$ cat config.mk
export PLATFORM = sky130hd
export DESIGN_NAME = tsp_engine_flat
export DESIGN_NICKNAME = d
export VERILOG_FILES = /design/src/hdl/tsp_pkg.sv /design/src/hdl/tsp_link_if.sv /design/src/hdl/tsp_engine.sv /design/src/flat_wrapper.sv
export SDC_FILE = /design/constraint.sdc
export NUM_CORES = 1
export LEC_CHECK = 0
export BUFFER_PORTS_ARGS = -buffer_cell sky130_fd_sc_hd__clkbuf_2
export CELL_PAD_IN_SITES_DETAIL_PLACEMENT = 0
export CELL_PAD_IN_SITES_GLOBAL_PLACEMENT = 2
export CORE_UTILIZATION = 31
export DETAILED_ROUTE_END_ITERATION = 8
export PLACE_DENSITY = 0.89
export SLEW_MARGIN = 5
export SYNTH_ARGS = -nofsm -noshare
export SYNTH_HDL_FRONTEND = slang
export SYNTH_SLANG_ARGS = --single-unit
$ cat constraint.sdc
create_clock -name clk -period 3.3 [get_ports clk]
set_input_delay 0.66 -clock clk [delete_from_list [all_inputs] [get_ports clk]]
set_output_delay 0.66 -clock clk [all_outputs]
set_load 0.01 [all_outputs]
$ cat src/hdl/tsp_pkg.sv
// shared constants and types for the table search and pointer move engine
package tsp_pkg;

  localparam int WORD_W = 16;
  localparam int MEM_AW = 8;
  localparam int MEM_DEPTH = 256;

  typedef logic [WORD_W-1:0] tsp_word_t;

  typedef enum logic {
    OP_FIND_GT = 1'b0,
    OP_TABLE_TO_DEST = 1'b1
  } tsp_op_e;

  localparam logic [15:0] WORD_RST = 16'h0000;
  localparam logic [15:0] FIND_MAX_LEN = 16'h00FF;
  localparam logic [15:0] MOVE_LEN_MASK = 16'h00FF;
  localparam logic [15:0] PTR_START = 16'h0000;
  localparam logic [15:0] PTR_WRAP = 16'h0001;
  localparam logic [15:0] NOT_FOUND_ACC = 16'h0000;
  localparam logic [15:0] DATA_OFS = 16'h0001;
  localparam logic [15:0] STEP_ONE = 16'h0001;

  // unsigned word compare
  function automatic logic tsp_gt(input tsp_word_t a, input tsp_word_t b);
    return a > b;
  endfunction

  // word addition that wraps in 16 bits
  function automatic tsp_word_t tsp_add(input tsp_word_t a, input tsp_word_t b);
    logic [16:0] s;
    s = {1'b0, a} + {1'b0, b};
    return s[15:0];
  endfunction

endpackage

$ cat src/hdl/tsp_link_if.sv
// link between the ladder executor and the table engine
`timescale 1ns/1ns
interface tsp_link_if;
  import tsp_pkg::*;
  // operation request
  logic op_req;
  tsp_op_e op_code;
  tsp_word_t acc;
  tsp_word_t stack1;
  tsp_word_t operand;
  logic scan_end;
  // operation answer
  logic op_done;
  logic acc_load;
  tsp_word_t res_acc;
  logic not_found_flag;
  logic table_end_flag;
  // data memory access
  logic mem_req;
  logic mem_we;
  tsp_word_t mem_addr;
  tsp_word_t mem_wdata;
  tsp_word_t mem_rdata;
  logic mem_ack;

  modport engine (
    input op_req, op_code, acc, stack1, operand, scan_end, mem_rdata, mem_ack,
    output op_done, acc_load, res_acc, not_found_flag, table_end_flag,
    output mem_req, mem_we, mem_addr, mem_wdata
  );

  modport executor (
    output op_req, op_code, acc, stack1, operand, scan_end, mem_rdata, mem_ack,
    input op_done, acc_load, res_acc, not_found_flag, table_end_flag,
    input mem_req, mem_we, mem_addr, mem_wdata
  );
endinterface

$ cat src/hdl/tsp_engine.sv
// table engine: greater-than search and table-to-destination move
//
// How it works
// - search finds first entry above operand
// - executor loads length and start first
// - search always starts at offset zero
// - search length 16-bit, table max 255
// - match offset returned in accumulator
// - no match: not-found flag, accumulator zero
// - result starts at zero, flag per op
// - move one word, pointer plus one
// - start word holds pointer, data follows
// - move runs once each enabled scan; with one-shot, only on the scan where enable rises
// - move length at most FF, destination operand
// - pointer wraps to one, never zero
// - move flags last until op or scan end
// - end-of-table flag cleared at scan end
// - executor uses one-shot and first-scan init
// - end flag when pointer equals length
`timescale 1ns/1ns
module tsp_engine
  import tsp_pkg::*;
(
  // clock, reset, enable
  input wire logic clk,
  input wire logic rst,
  input wire logic ce,
  // executor link
  tsp_link_if.engine lnk,
  // status
  output logic busy
);

  typedef enum logic [2:0] {
    ST_IDLE = 3'b000,
    ST_FG_RD = 3'b001,
    ST_TT_PTR = 3'b011,
    ST_TT_RD = 3'b010,
    ST_TT_WDST = 3'b110,
    ST_TT_WPTR = 3'b111,
    ST_DONE = 3'b101
  } tsp_state_e;

  tsp_state_e state_r;
  tsp_op_e op_r;
  tsp_word_t start_r;
  tsp_word_t len_r;
  tsp_word_t opnd_r;
  tsp_word_t idx_r;
  tsp_word_t ptr_r;
  tsp_word_t data_r;
  logic found_r;
  logic mem_req_r;
  logic mem_we_r;
  tsp_word_t mem_addr_r;
  tsp_word_t mem_wdata_r;
  logic op_done_r;
  logic acc_load_r;
  tsp_word_t res_acc_r;
  logic not_found_r;
  logic table_end_r;
  logic busy_r;

  tsp_word_t find_len;
  tsp_word_t ptr_nxt;
  tsp_word_t data_addr;
  tsp_word_t idx_nxt;
  logic mem_state;

  // a length above the table limit is cut to the limit
  assign find_len = (lnk.stack1 > FIND_MAX_LEN) ? FIND_MAX_LEN : lnk.stack1;
  // a pointer at or past the length restarts at one
  assign ptr_nxt = (ptr_r >= len_r) ? PTR_WRAP : tsp_add(ptr_r, STEP_ONE);
  // pointer zero and pointer equal to length both pick the first data word
  assign data_addr = (ptr_r >= len_r) ? tsp_add(start_r, DATA_OFS)
                                      : tsp_add(tsp_add(start_r, DATA_OFS), ptr_r);
  assign idx_nxt = tsp_add(idx_r, STEP_ONE);
  assign mem_state = (state_r == ST_FG_RD) || (state_r == ST_TT_PTR) ||
                     (state_r == ST_TT_RD) || (state_r == ST_TT_WDST) ||
                     (state_r == ST_TT_WPTR);

  // sequencing and operand capture
  always_ff @(posedge clk) begin
    if (rst) begin
      state_r <= ST_IDLE;
      op_r <= OP_FIND_GT;
      start_r <= WORD_RST;
      len_r <= WORD_RST;
      opnd_r <= WORD_RST;
      idx_r <= WORD_RST;
      ptr_r <= WORD_RST;
      data_r <= WORD_RST;
      found_r <= 1'b0;
    end else if (ce) begin
      case (state_r)
        ST_IDLE: begin
          if (lnk.op_req) begin
            op_r <= lnk.op_code;
            start_r <= lnk.acc;
            opnd_r <= lnk.operand;
            idx_r <= PTR_START;
            found_r <= 1'b0;
            if (lnk.op_code == OP_FIND_GT) begin
              len_r <= find_len;
              state_r <= (find_len == WORD_RST) ? ST_DONE : ST_FG_RD;
            end else begin
              len_r <= lnk.stack1 & MOVE_LEN_MASK;
              state_r <= ST_TT_PTR;
            end
          end
        end
        ST_FG_RD: begin
          if (lnk.mem_ack) begin
            if (tsp_gt(lnk.mem_rdata, opnd_r)) begin
              found_r <= 1'b1;
              state_r <= ST_DONE;
            end else if (idx_nxt >= len_r) begin
              state_r <= ST_DONE;
            end else begin
              idx_r <= idx_nxt;
            end
          end
        end
        ST_TT_PTR: begin
          if (lnk.mem_ack) begin
            ptr_r <= lnk.mem_rdata;
            state_r <= ST_TT_RD;
          end
        end
        ST_TT_RD: begin
          if (lnk.mem_ack) begin
            data_r <= lnk.mem_rdata;
            state_r <= ST_TT_WDST;
          end
        end
        ST_TT_WDST: begin
          if (lnk.mem_ack) begin
            state_r <= ST_TT_WPTR;
          end
        end
        ST_TT_WPTR: begin
          if (lnk.mem_ack) begin
            state_r <= ST_DONE;
          end
        end
        ST_DONE: begin
          state_r <= ST_IDLE;
        end
        default: begin
          state_r <= ST_IDLE;
        end
      endcase
    end
  end

  // memory request: held until acknowledged, one idle cycle between accesses
  always_ff @(posedge clk) begin
    if (rst) begin
      mem_req_r <= 1'b0;
      mem_we_r <= 1'b0;
      mem_addr_r <= WORD_RST;
      mem_wdata_r <= WORD_RST;
    end else if (ce) begin
      if (mem_req_r) begin
        if (lnk.mem_ack) begin
          mem_req_r <= 1'b0;
          mem_we_r <= 1'b0;
        end
      end else if (mem_state) begin
        mem_req_r <= 1'b1;
        case (state_r)
          ST_FG_RD: begin
            mem_we_r <= 1'b0;
            mem_addr_r <= tsp_add(start_r, idx_r);
          end
          ST_TT_PTR: begin
            mem_we_r <= 1'b0;
            mem_addr_r <= start_r;
          end
          ST_TT_RD: begin
            mem_we_r <= 1'b0;
            mem_addr_r <= data_addr;
          end
          ST_TT_WDST: begin
            mem_we_r <= 1'b1;
            mem_addr_r <= opnd_r;
            mem_wdata_r <= data_r;
          end
          default: begin
            mem_we_r <= 1'b1;
            mem_addr_r <= start_r;
            mem_wdata_r <= ptr_nxt;
          end
        endcase
      end
    end
  end

  // answer to the executor
  always_ff @(posedge clk) begin
    if (rst) begin
      op_done_r <= 1'b0;
      acc_load_r <= 1'b0;
      res_acc_r <= WORD_RST;
      busy_r <= 1'b0;
    end else if (ce) begin
      op_done_r <= (state_r == ST_DONE);
      acc_load_r <= (state_r == ST_DONE) && (op_r == OP_FIND_GT);
      if (state_r == ST_DONE && op_r == OP_FIND_GT) begin
        res_acc_r <= found_r ? idx_r : NOT_FOUND_ACC;
      end
      if (state_r == ST_IDLE && lnk.op_req) begin
        busy_r <= 1'b1;
      end else if (state_r == ST_DONE) begin
        busy_r <= 1'b0;
      end
    end
  end

  // not-found flag: rewritten only by the next search
  always_ff @(posedge clk) begin
    if (rst) begin
      not_found_r <= 1'b0;
    end else if (ce) begin
      if (state_r == ST_DONE && op_r == OP_FIND_GT) begin
        not_found_r <= !found_r;
      end
    end
  end

  // end-of-table flag: a setting move beats a scan-end clear in the same cycle
  always_ff @(posedge clk) begin
    if (rst) begin
      table_end_r <= 1'b0;
    end else if (ce) begin
      if (state_r == ST_DONE && op_r == OP_TABLE_TO_DEST) begin
        table_end_r <= (ptr_nxt == len_r);
      end else if (lnk.scan_end) begin
        table_end_r <= 1'b0;
      end
    end
  end

  assign lnk.mem_req = mem_req_r;
  assign lnk.mem_we = mem_we_r;
  assign lnk.mem_addr = mem_addr_r;
  assign lnk.mem_wdata = mem_wdata_r;
  assign lnk.op_done = op_done_r;
  assign lnk.acc_load = acc_load_r;
  assign lnk.res_acc = res_acc_r;
  assign lnk.not_found_flag = not_found_r;
  assign lnk.table_end_flag = table_end_r;
  assign busy = busy_r;

endmodule

$ cat src/flat_wrapper.sv
// flat-port wrapper written by rule: the top's interface ports become plain ports
module tsp_engine_flat import tsp_pkg::*;
  (clk, rst, ce, busy, lnk_op_req, lnk_op_code, lnk_acc, lnk_stack1, lnk_operand, lnk_scan_end, lnk_mem_rdata, lnk_mem_ack, lnk_op_done, lnk_acc_load, lnk_res_acc, lnk_not_found_flag, lnk_table_end_flag, lnk_mem_req, lnk_mem_we, lnk_mem_addr, lnk_mem_wdata);
  tsp_link_if lnk_i ();
  input wire logic clk;
  input wire logic rst;
  input wire logic ce;
  output logic busy;
  input wire logic [$bits(lnk_i.op_req)-1:0] lnk_op_req;
  input wire logic [$bits(lnk_i.op_code)-1:0] lnk_op_code;
  input wire logic [$bits(lnk_i.acc)-1:0] lnk_acc;
  input wire logic [$bits(lnk_i.stack1)-1:0] lnk_stack1;
  input wire logic [$bits(lnk_i.operand)-1:0] lnk_operand;
  input wire logic [$bits(lnk_i.scan_end)-1:0] lnk_scan_end;
  input wire logic [$bits(lnk_i.mem_rdata)-1:0] lnk_mem_rdata;
  input wire logic [$bits(lnk_i.mem_ack)-1:0] lnk_mem_ack;
  output wire logic [$bits(lnk_i.op_done)-1:0] lnk_op_done;
  output wire logic [$bits(lnk_i.acc_load)-1:0] lnk_acc_load;
  output wire logic [$bits(lnk_i.res_acc)-1:0] lnk_res_acc;
  output wire logic [$bits(lnk_i.not_found_flag)-1:0] lnk_not_found_flag;
  output wire logic [$bits(lnk_i.table_end_flag)-1:0] lnk_table_end_flag;
  output wire logic [$bits(lnk_i.mem_req)-1:0] lnk_mem_req;
  output wire logic [$bits(lnk_i.mem_we)-1:0] lnk_mem_we;
  output wire logic [$bits(lnk_i.mem_addr)-1:0] lnk_mem_addr;
  output wire logic [$bits(lnk_i.mem_wdata)-1:0] lnk_mem_wdata;
  assign lnk_i.op_req = lnk_op_req;
  assign lnk_i.op_code = lnk_op_code;
  assign lnk_i.acc = lnk_acc;
  assign lnk_i.stack1 = lnk_stack1;
  assign lnk_i.operand = lnk_operand;
  assign lnk_i.scan_end = lnk_scan_end;
  assign lnk_i.mem_rdata = lnk_mem_rdata;
  assign lnk_i.mem_ack = lnk_mem_ack;
  assign lnk_op_done = lnk_i.op_done;
  assign lnk_acc_load = lnk_i.acc_load;
  assign lnk_res_acc = lnk_i.res_acc;
  assign lnk_not_found_flag = lnk_i.not_found_flag;
  assign lnk_table_end_flag = lnk_i.table_end_flag;
  assign lnk_mem_req = lnk_i.mem_req;
  assign lnk_mem_we = lnk_i.mem_we;
  assign lnk_mem_addr = lnk_i.mem_addr;
  assign lnk_mem_wdata = lnk_i.mem_wdata;
  tsp_engine u_core (.clk(clk), .rst(rst), .ce(ce), .lnk(lnk_i), .busy(busy));
endmodule
==> impl_metrics.yaml <==
timing:
  final_max_slew_viol_count: 0
  postLayoutSetupSlackWorst_ns: -0.273
  skew_ns: 0.0156
  finalSetupTns_ns: -4.18
  maxSlewHeadroom_pct: 43.1
  fmax_mhz: 280
  setup_violations: 19
  rsz0062_at_grt: "true"
  timing.final.crit_period_ns: 3.57
  finalHoldViolCount: 0
  period_share_pct: 108
  worstMarginPinSlew_ns: 0.851
cells_and_area:
  drive_gt1_share_pct: 24.4
  n_fill_cell: 3259
  n_antenna_cell: 0
  area_delta_synth_final_pct: 29.6
  seq_area_sq_mm: 0.00313
  final_area_sq_mm: 0.0132
  final_nets: 1694
  multiInputGateArea_sq_mm: 0.00697
global_route:
  grt_pass1_vias: 9957
  grt_first_pass_wirelength_mm: 58.8
  grt-ovfl-total: 0
  grt_max_degree: 47
  antenna_found_initial: 0
  grt_usage_pct: 23.1
placement:
  gp_congestion: 0.902
  dp_hpwl_mm: 29.9
  place_ws_ns: -0.280
  io_buffers: 125
  placed_cell_area_sq_mm: 0.0120
cts:
  cts.sinks: 156
  cts_made_buffers: 17
  clock_path_buffers: 2
  root_buffer: "clkbuf_16"
  clkTransAtPathRegs_ns: 0.07
  htree_levels: 4
  cts_tree: "built"
  clock_latency_ns: 0.45
  hold_buffers: 0
flow_run:
  drv_cap: 0
logic_synthesis:
  synth_seq_cells: 156
  synth_area_sq_mm: 0.0102
  ys_seq_area_share_pct: 30.7
  synth-main-ff-cell: "dfxtp_1"
  synth_cells: 1327
  synth_edf_count: 0
  synth.avg_cell_area_sq_um: 7.67
  ys_types: 73
  synth_fp_nets: 1483
  ys_warn_count: 0
  async_reset_ff_share_pct: 0
setup_path:
  path_cells: "ha_4 > and3_4 > and3_4 > and3_4 > and3_4 > and3_4 > and3_4 > xor2_2 > ha_1 > nand4_1 > nor2_2 > nand2_1 > o21ai_2 > a31oi_4 > o211ai_4 > or3_4 > buf_8 > o31ai_1"
  reg2reg_from: "u_core.idx_r[1]$_SDFFE_PP0P_"
  r2r_end: "u_core.idx_r[4]$_SDFFE_PP0P_"
  arrival_ns: 3.93
  r2r_slack_ns: -0.27
  cp_common_cell: "and3_4"
  worstPathRequired_ns: 3.66
  r2r_cells: 18
  crit_type: "reg -> reg"
  start_kind: "flop"
  cpPeakStageDelay_ns: 0.47
  cp-end-kind: "flop"
  crit_fanout: 6
  cp_slowest_cell: "or3_4"
route:
  wl_per_cell_microns: 19.6
  drcViolationCount: 0
  firstDrtPassIters: 6
  routed_wl_mm: 39.0
  via_count: 10600
  drt-initial-drc-count: 830
  final_antenna_net_count: 0
  via_per_inst: 5.35
floorplanning:
  ios: 126
  rows: 65
  core_sq_mm: 0.0320
  die_w_microns: 183
  die_h_microns: 183
  initial_core_util_pct: 31.8
  dieArea_sq_mm: 0.0336
pwr:
  power.total_mw: 5.65
  vdd_drop_max_mv: 0.360
  p_leak_nw: 5.50
  cellPowerDensity_mw_per_mm2: 429
hold_path:
  min_path_cells: 3
  min-delay-start: "lnk_operand[12]"
  hold_end: "u_core.opnd_r[12]$_SDFFE_PP0P_"
  hold_class: "in -> reg"
status:
  failed_checks: "negative setup slack"
  status: "complete, but fails checks"
kinds of logic after synthesis:
group / synth area share, %
AO/OA/AOI/OAI: 21.7
XOR/XNOR: 6.37
adder cells (fa/ha/maj): 10.6
buffers and inverters: 5.08
flip-flops: 30.7
multiplexers: 1.20
AND/OR/NAND/NOR: 24.4
per-stage QoR:
stage,utilization [%],hold WS [ns],std cells
6_report,41.3,0.427,1986
3_3_place_gp,37.5,0.439,1932
3_5_place_dp,37.5,0.444,1932
2_1_floorplan,-,0.436,1327
5_1_grt,41.3,0.429,1986
4_1_cts,40.1,0.416,1975
worst max path at each step:
stage,start,to,slack [ns],cells after the start
CTS,u_core.idx_r[0]$_SDFFE_PP0P_,u_core.idx_r[6]$_SDFFE_PP0P_,-0.19,17
finish,u_core.idx_r[1]$_SDFFE_PP0P_,u_core.idx_r[4]$_SDFFE_PP0P_,-0.27,18
floorplan,u_core.idx_r[1]$_SDFFE_PP0P_,u_core.idx_r[6]$_SDFFE_PP0P_,-0.16,18
global placement,u_core.idx_r[1]$_SDFFE_PP0P_,u_core.idx_r[7]$_SDFFE_PP0P_,-0.22,17
global route,u_core.idx_r[0]$_SDFFE_PP0P_,u_core.idx_r[5]$_SDFFE_PP0P_,-0.39,18
detailed placement,u_core.idx_r[1]$_SDFFE_PP0P_,u_core.idx_r[7]$_SDFFE_PP0P_,-0.28,17
routing by layer:
metal | wire length [microns] | vias to the layer above | track usage, % | share of wire, %
li1 | - | 5139 | - | -
met1 | 17400 | 5117 | 30.4 | 45
met2 | 19000 | 323 | 39.3 | 49
met3 | 1710 | 55 | 2.70 | 4.4
met4 | 857 | 0 | 7.23 | 2.2
met5 | 0 | - | 0 | 0
synthesized netlist by cell type (5+ instances only):
cell,n,area [sq um]
a211oi_1,21,158
a21o_1,16,120
a21oi_1,150,751
a221oi_1,22,193
a31oi_1,5,31.3
and2_1,5,31.3
and3_1,13,81.3
and4_1,5,43.8
buf_2,10,50.1
clkbuf_1,51,191
dfxtp_1,156,3120
ha_1,83,1040
inv_1,48,180
mux2i_1,10,100
nand2_1,214,803
nand2b_1,17,106
nand3_1,48,240
nand4_1,16,100
nor2_1,110,413
nor2b_1,6,37.5
nor3_1,40,200
nor3b_1,25,188
nor4_1,6,37.5
o211ai_1,7,52.6
o21a_1,7,52.6
o21ai_0,51,255
o21bai_1,7,52.6
o22ai_1,12,75.1
o31ai_1,12,90.1
or3_1,6,37.5
or4_1,5,37.5
xnor2_1,45,394
xor2_1,29,254
power by group:
part | switching [mW] | internal, mW
Clock | 0.946 | 1.24
Combinational | 0.841 | 0.498
Sequential | 0.128 | 2.00
layout by cell type (no fill, tap or decap), drive strengths merged, types with 7 or more instances in the layout:
cell type  instances
nor3b             25
dfxtp            156
ha                83
o21ai             55
o21a               7
a221oi            22
nor3              41
buf              141
mux2i             10
nor2             111
o22ai             12
o31ai             12
a211oi            21
xnor2             45
o211ai             9
inv               59
a21o              16
o21bai             7
nand4             16
nand2            215
xor2              29
and3              15
a21oi            152
clkbuf           142
nand3             49
nand2b            17
or3                7
critical path, delay by kind of cell, from the launching register on:
family	cells	cell delay [ns]
fa+ha+maj	2	0.39
compound gates	4	0.55
buf+inv	1	0.17
xor+xnor	1	0.16
simple gates	10	1.86
flops	1	0.36
sequential cells by signal, indices dropped and copies added, names as in the netlist, 3 cells and up:
signal / cells
u_core.lnk.res_acc: 16
u_core.opnd_r: 16
u_core.state_r: 3
u_core.start_r: 16
u_core.data_r: 16
u_core.ptr_r: 16
u_core.idx_r: 16
u_core.len_r: 16
u_core.lnk.mem_addr: 16
u_core.lnk.mem_wdata: 16
what timing repair did:
item                       4_1_cts  5_1_grt
setup endpoints to repair       18       24
gates cloned                     1        0
pin swaps                       14       35
gates resized for setup         35       51
setup buffers                   10       11
final cells by class:
class                   count  area share (%)
well taps                 435            4.13
repair buffers            265            13.1
multi-input cells        1049            52.8
flip-flops and latches    156            23.8
inverters                  49            1.39
clock buffers              18            3.33
clock inverters            14            1.44
Note: power is estimated with default switching activity, not from simulation.
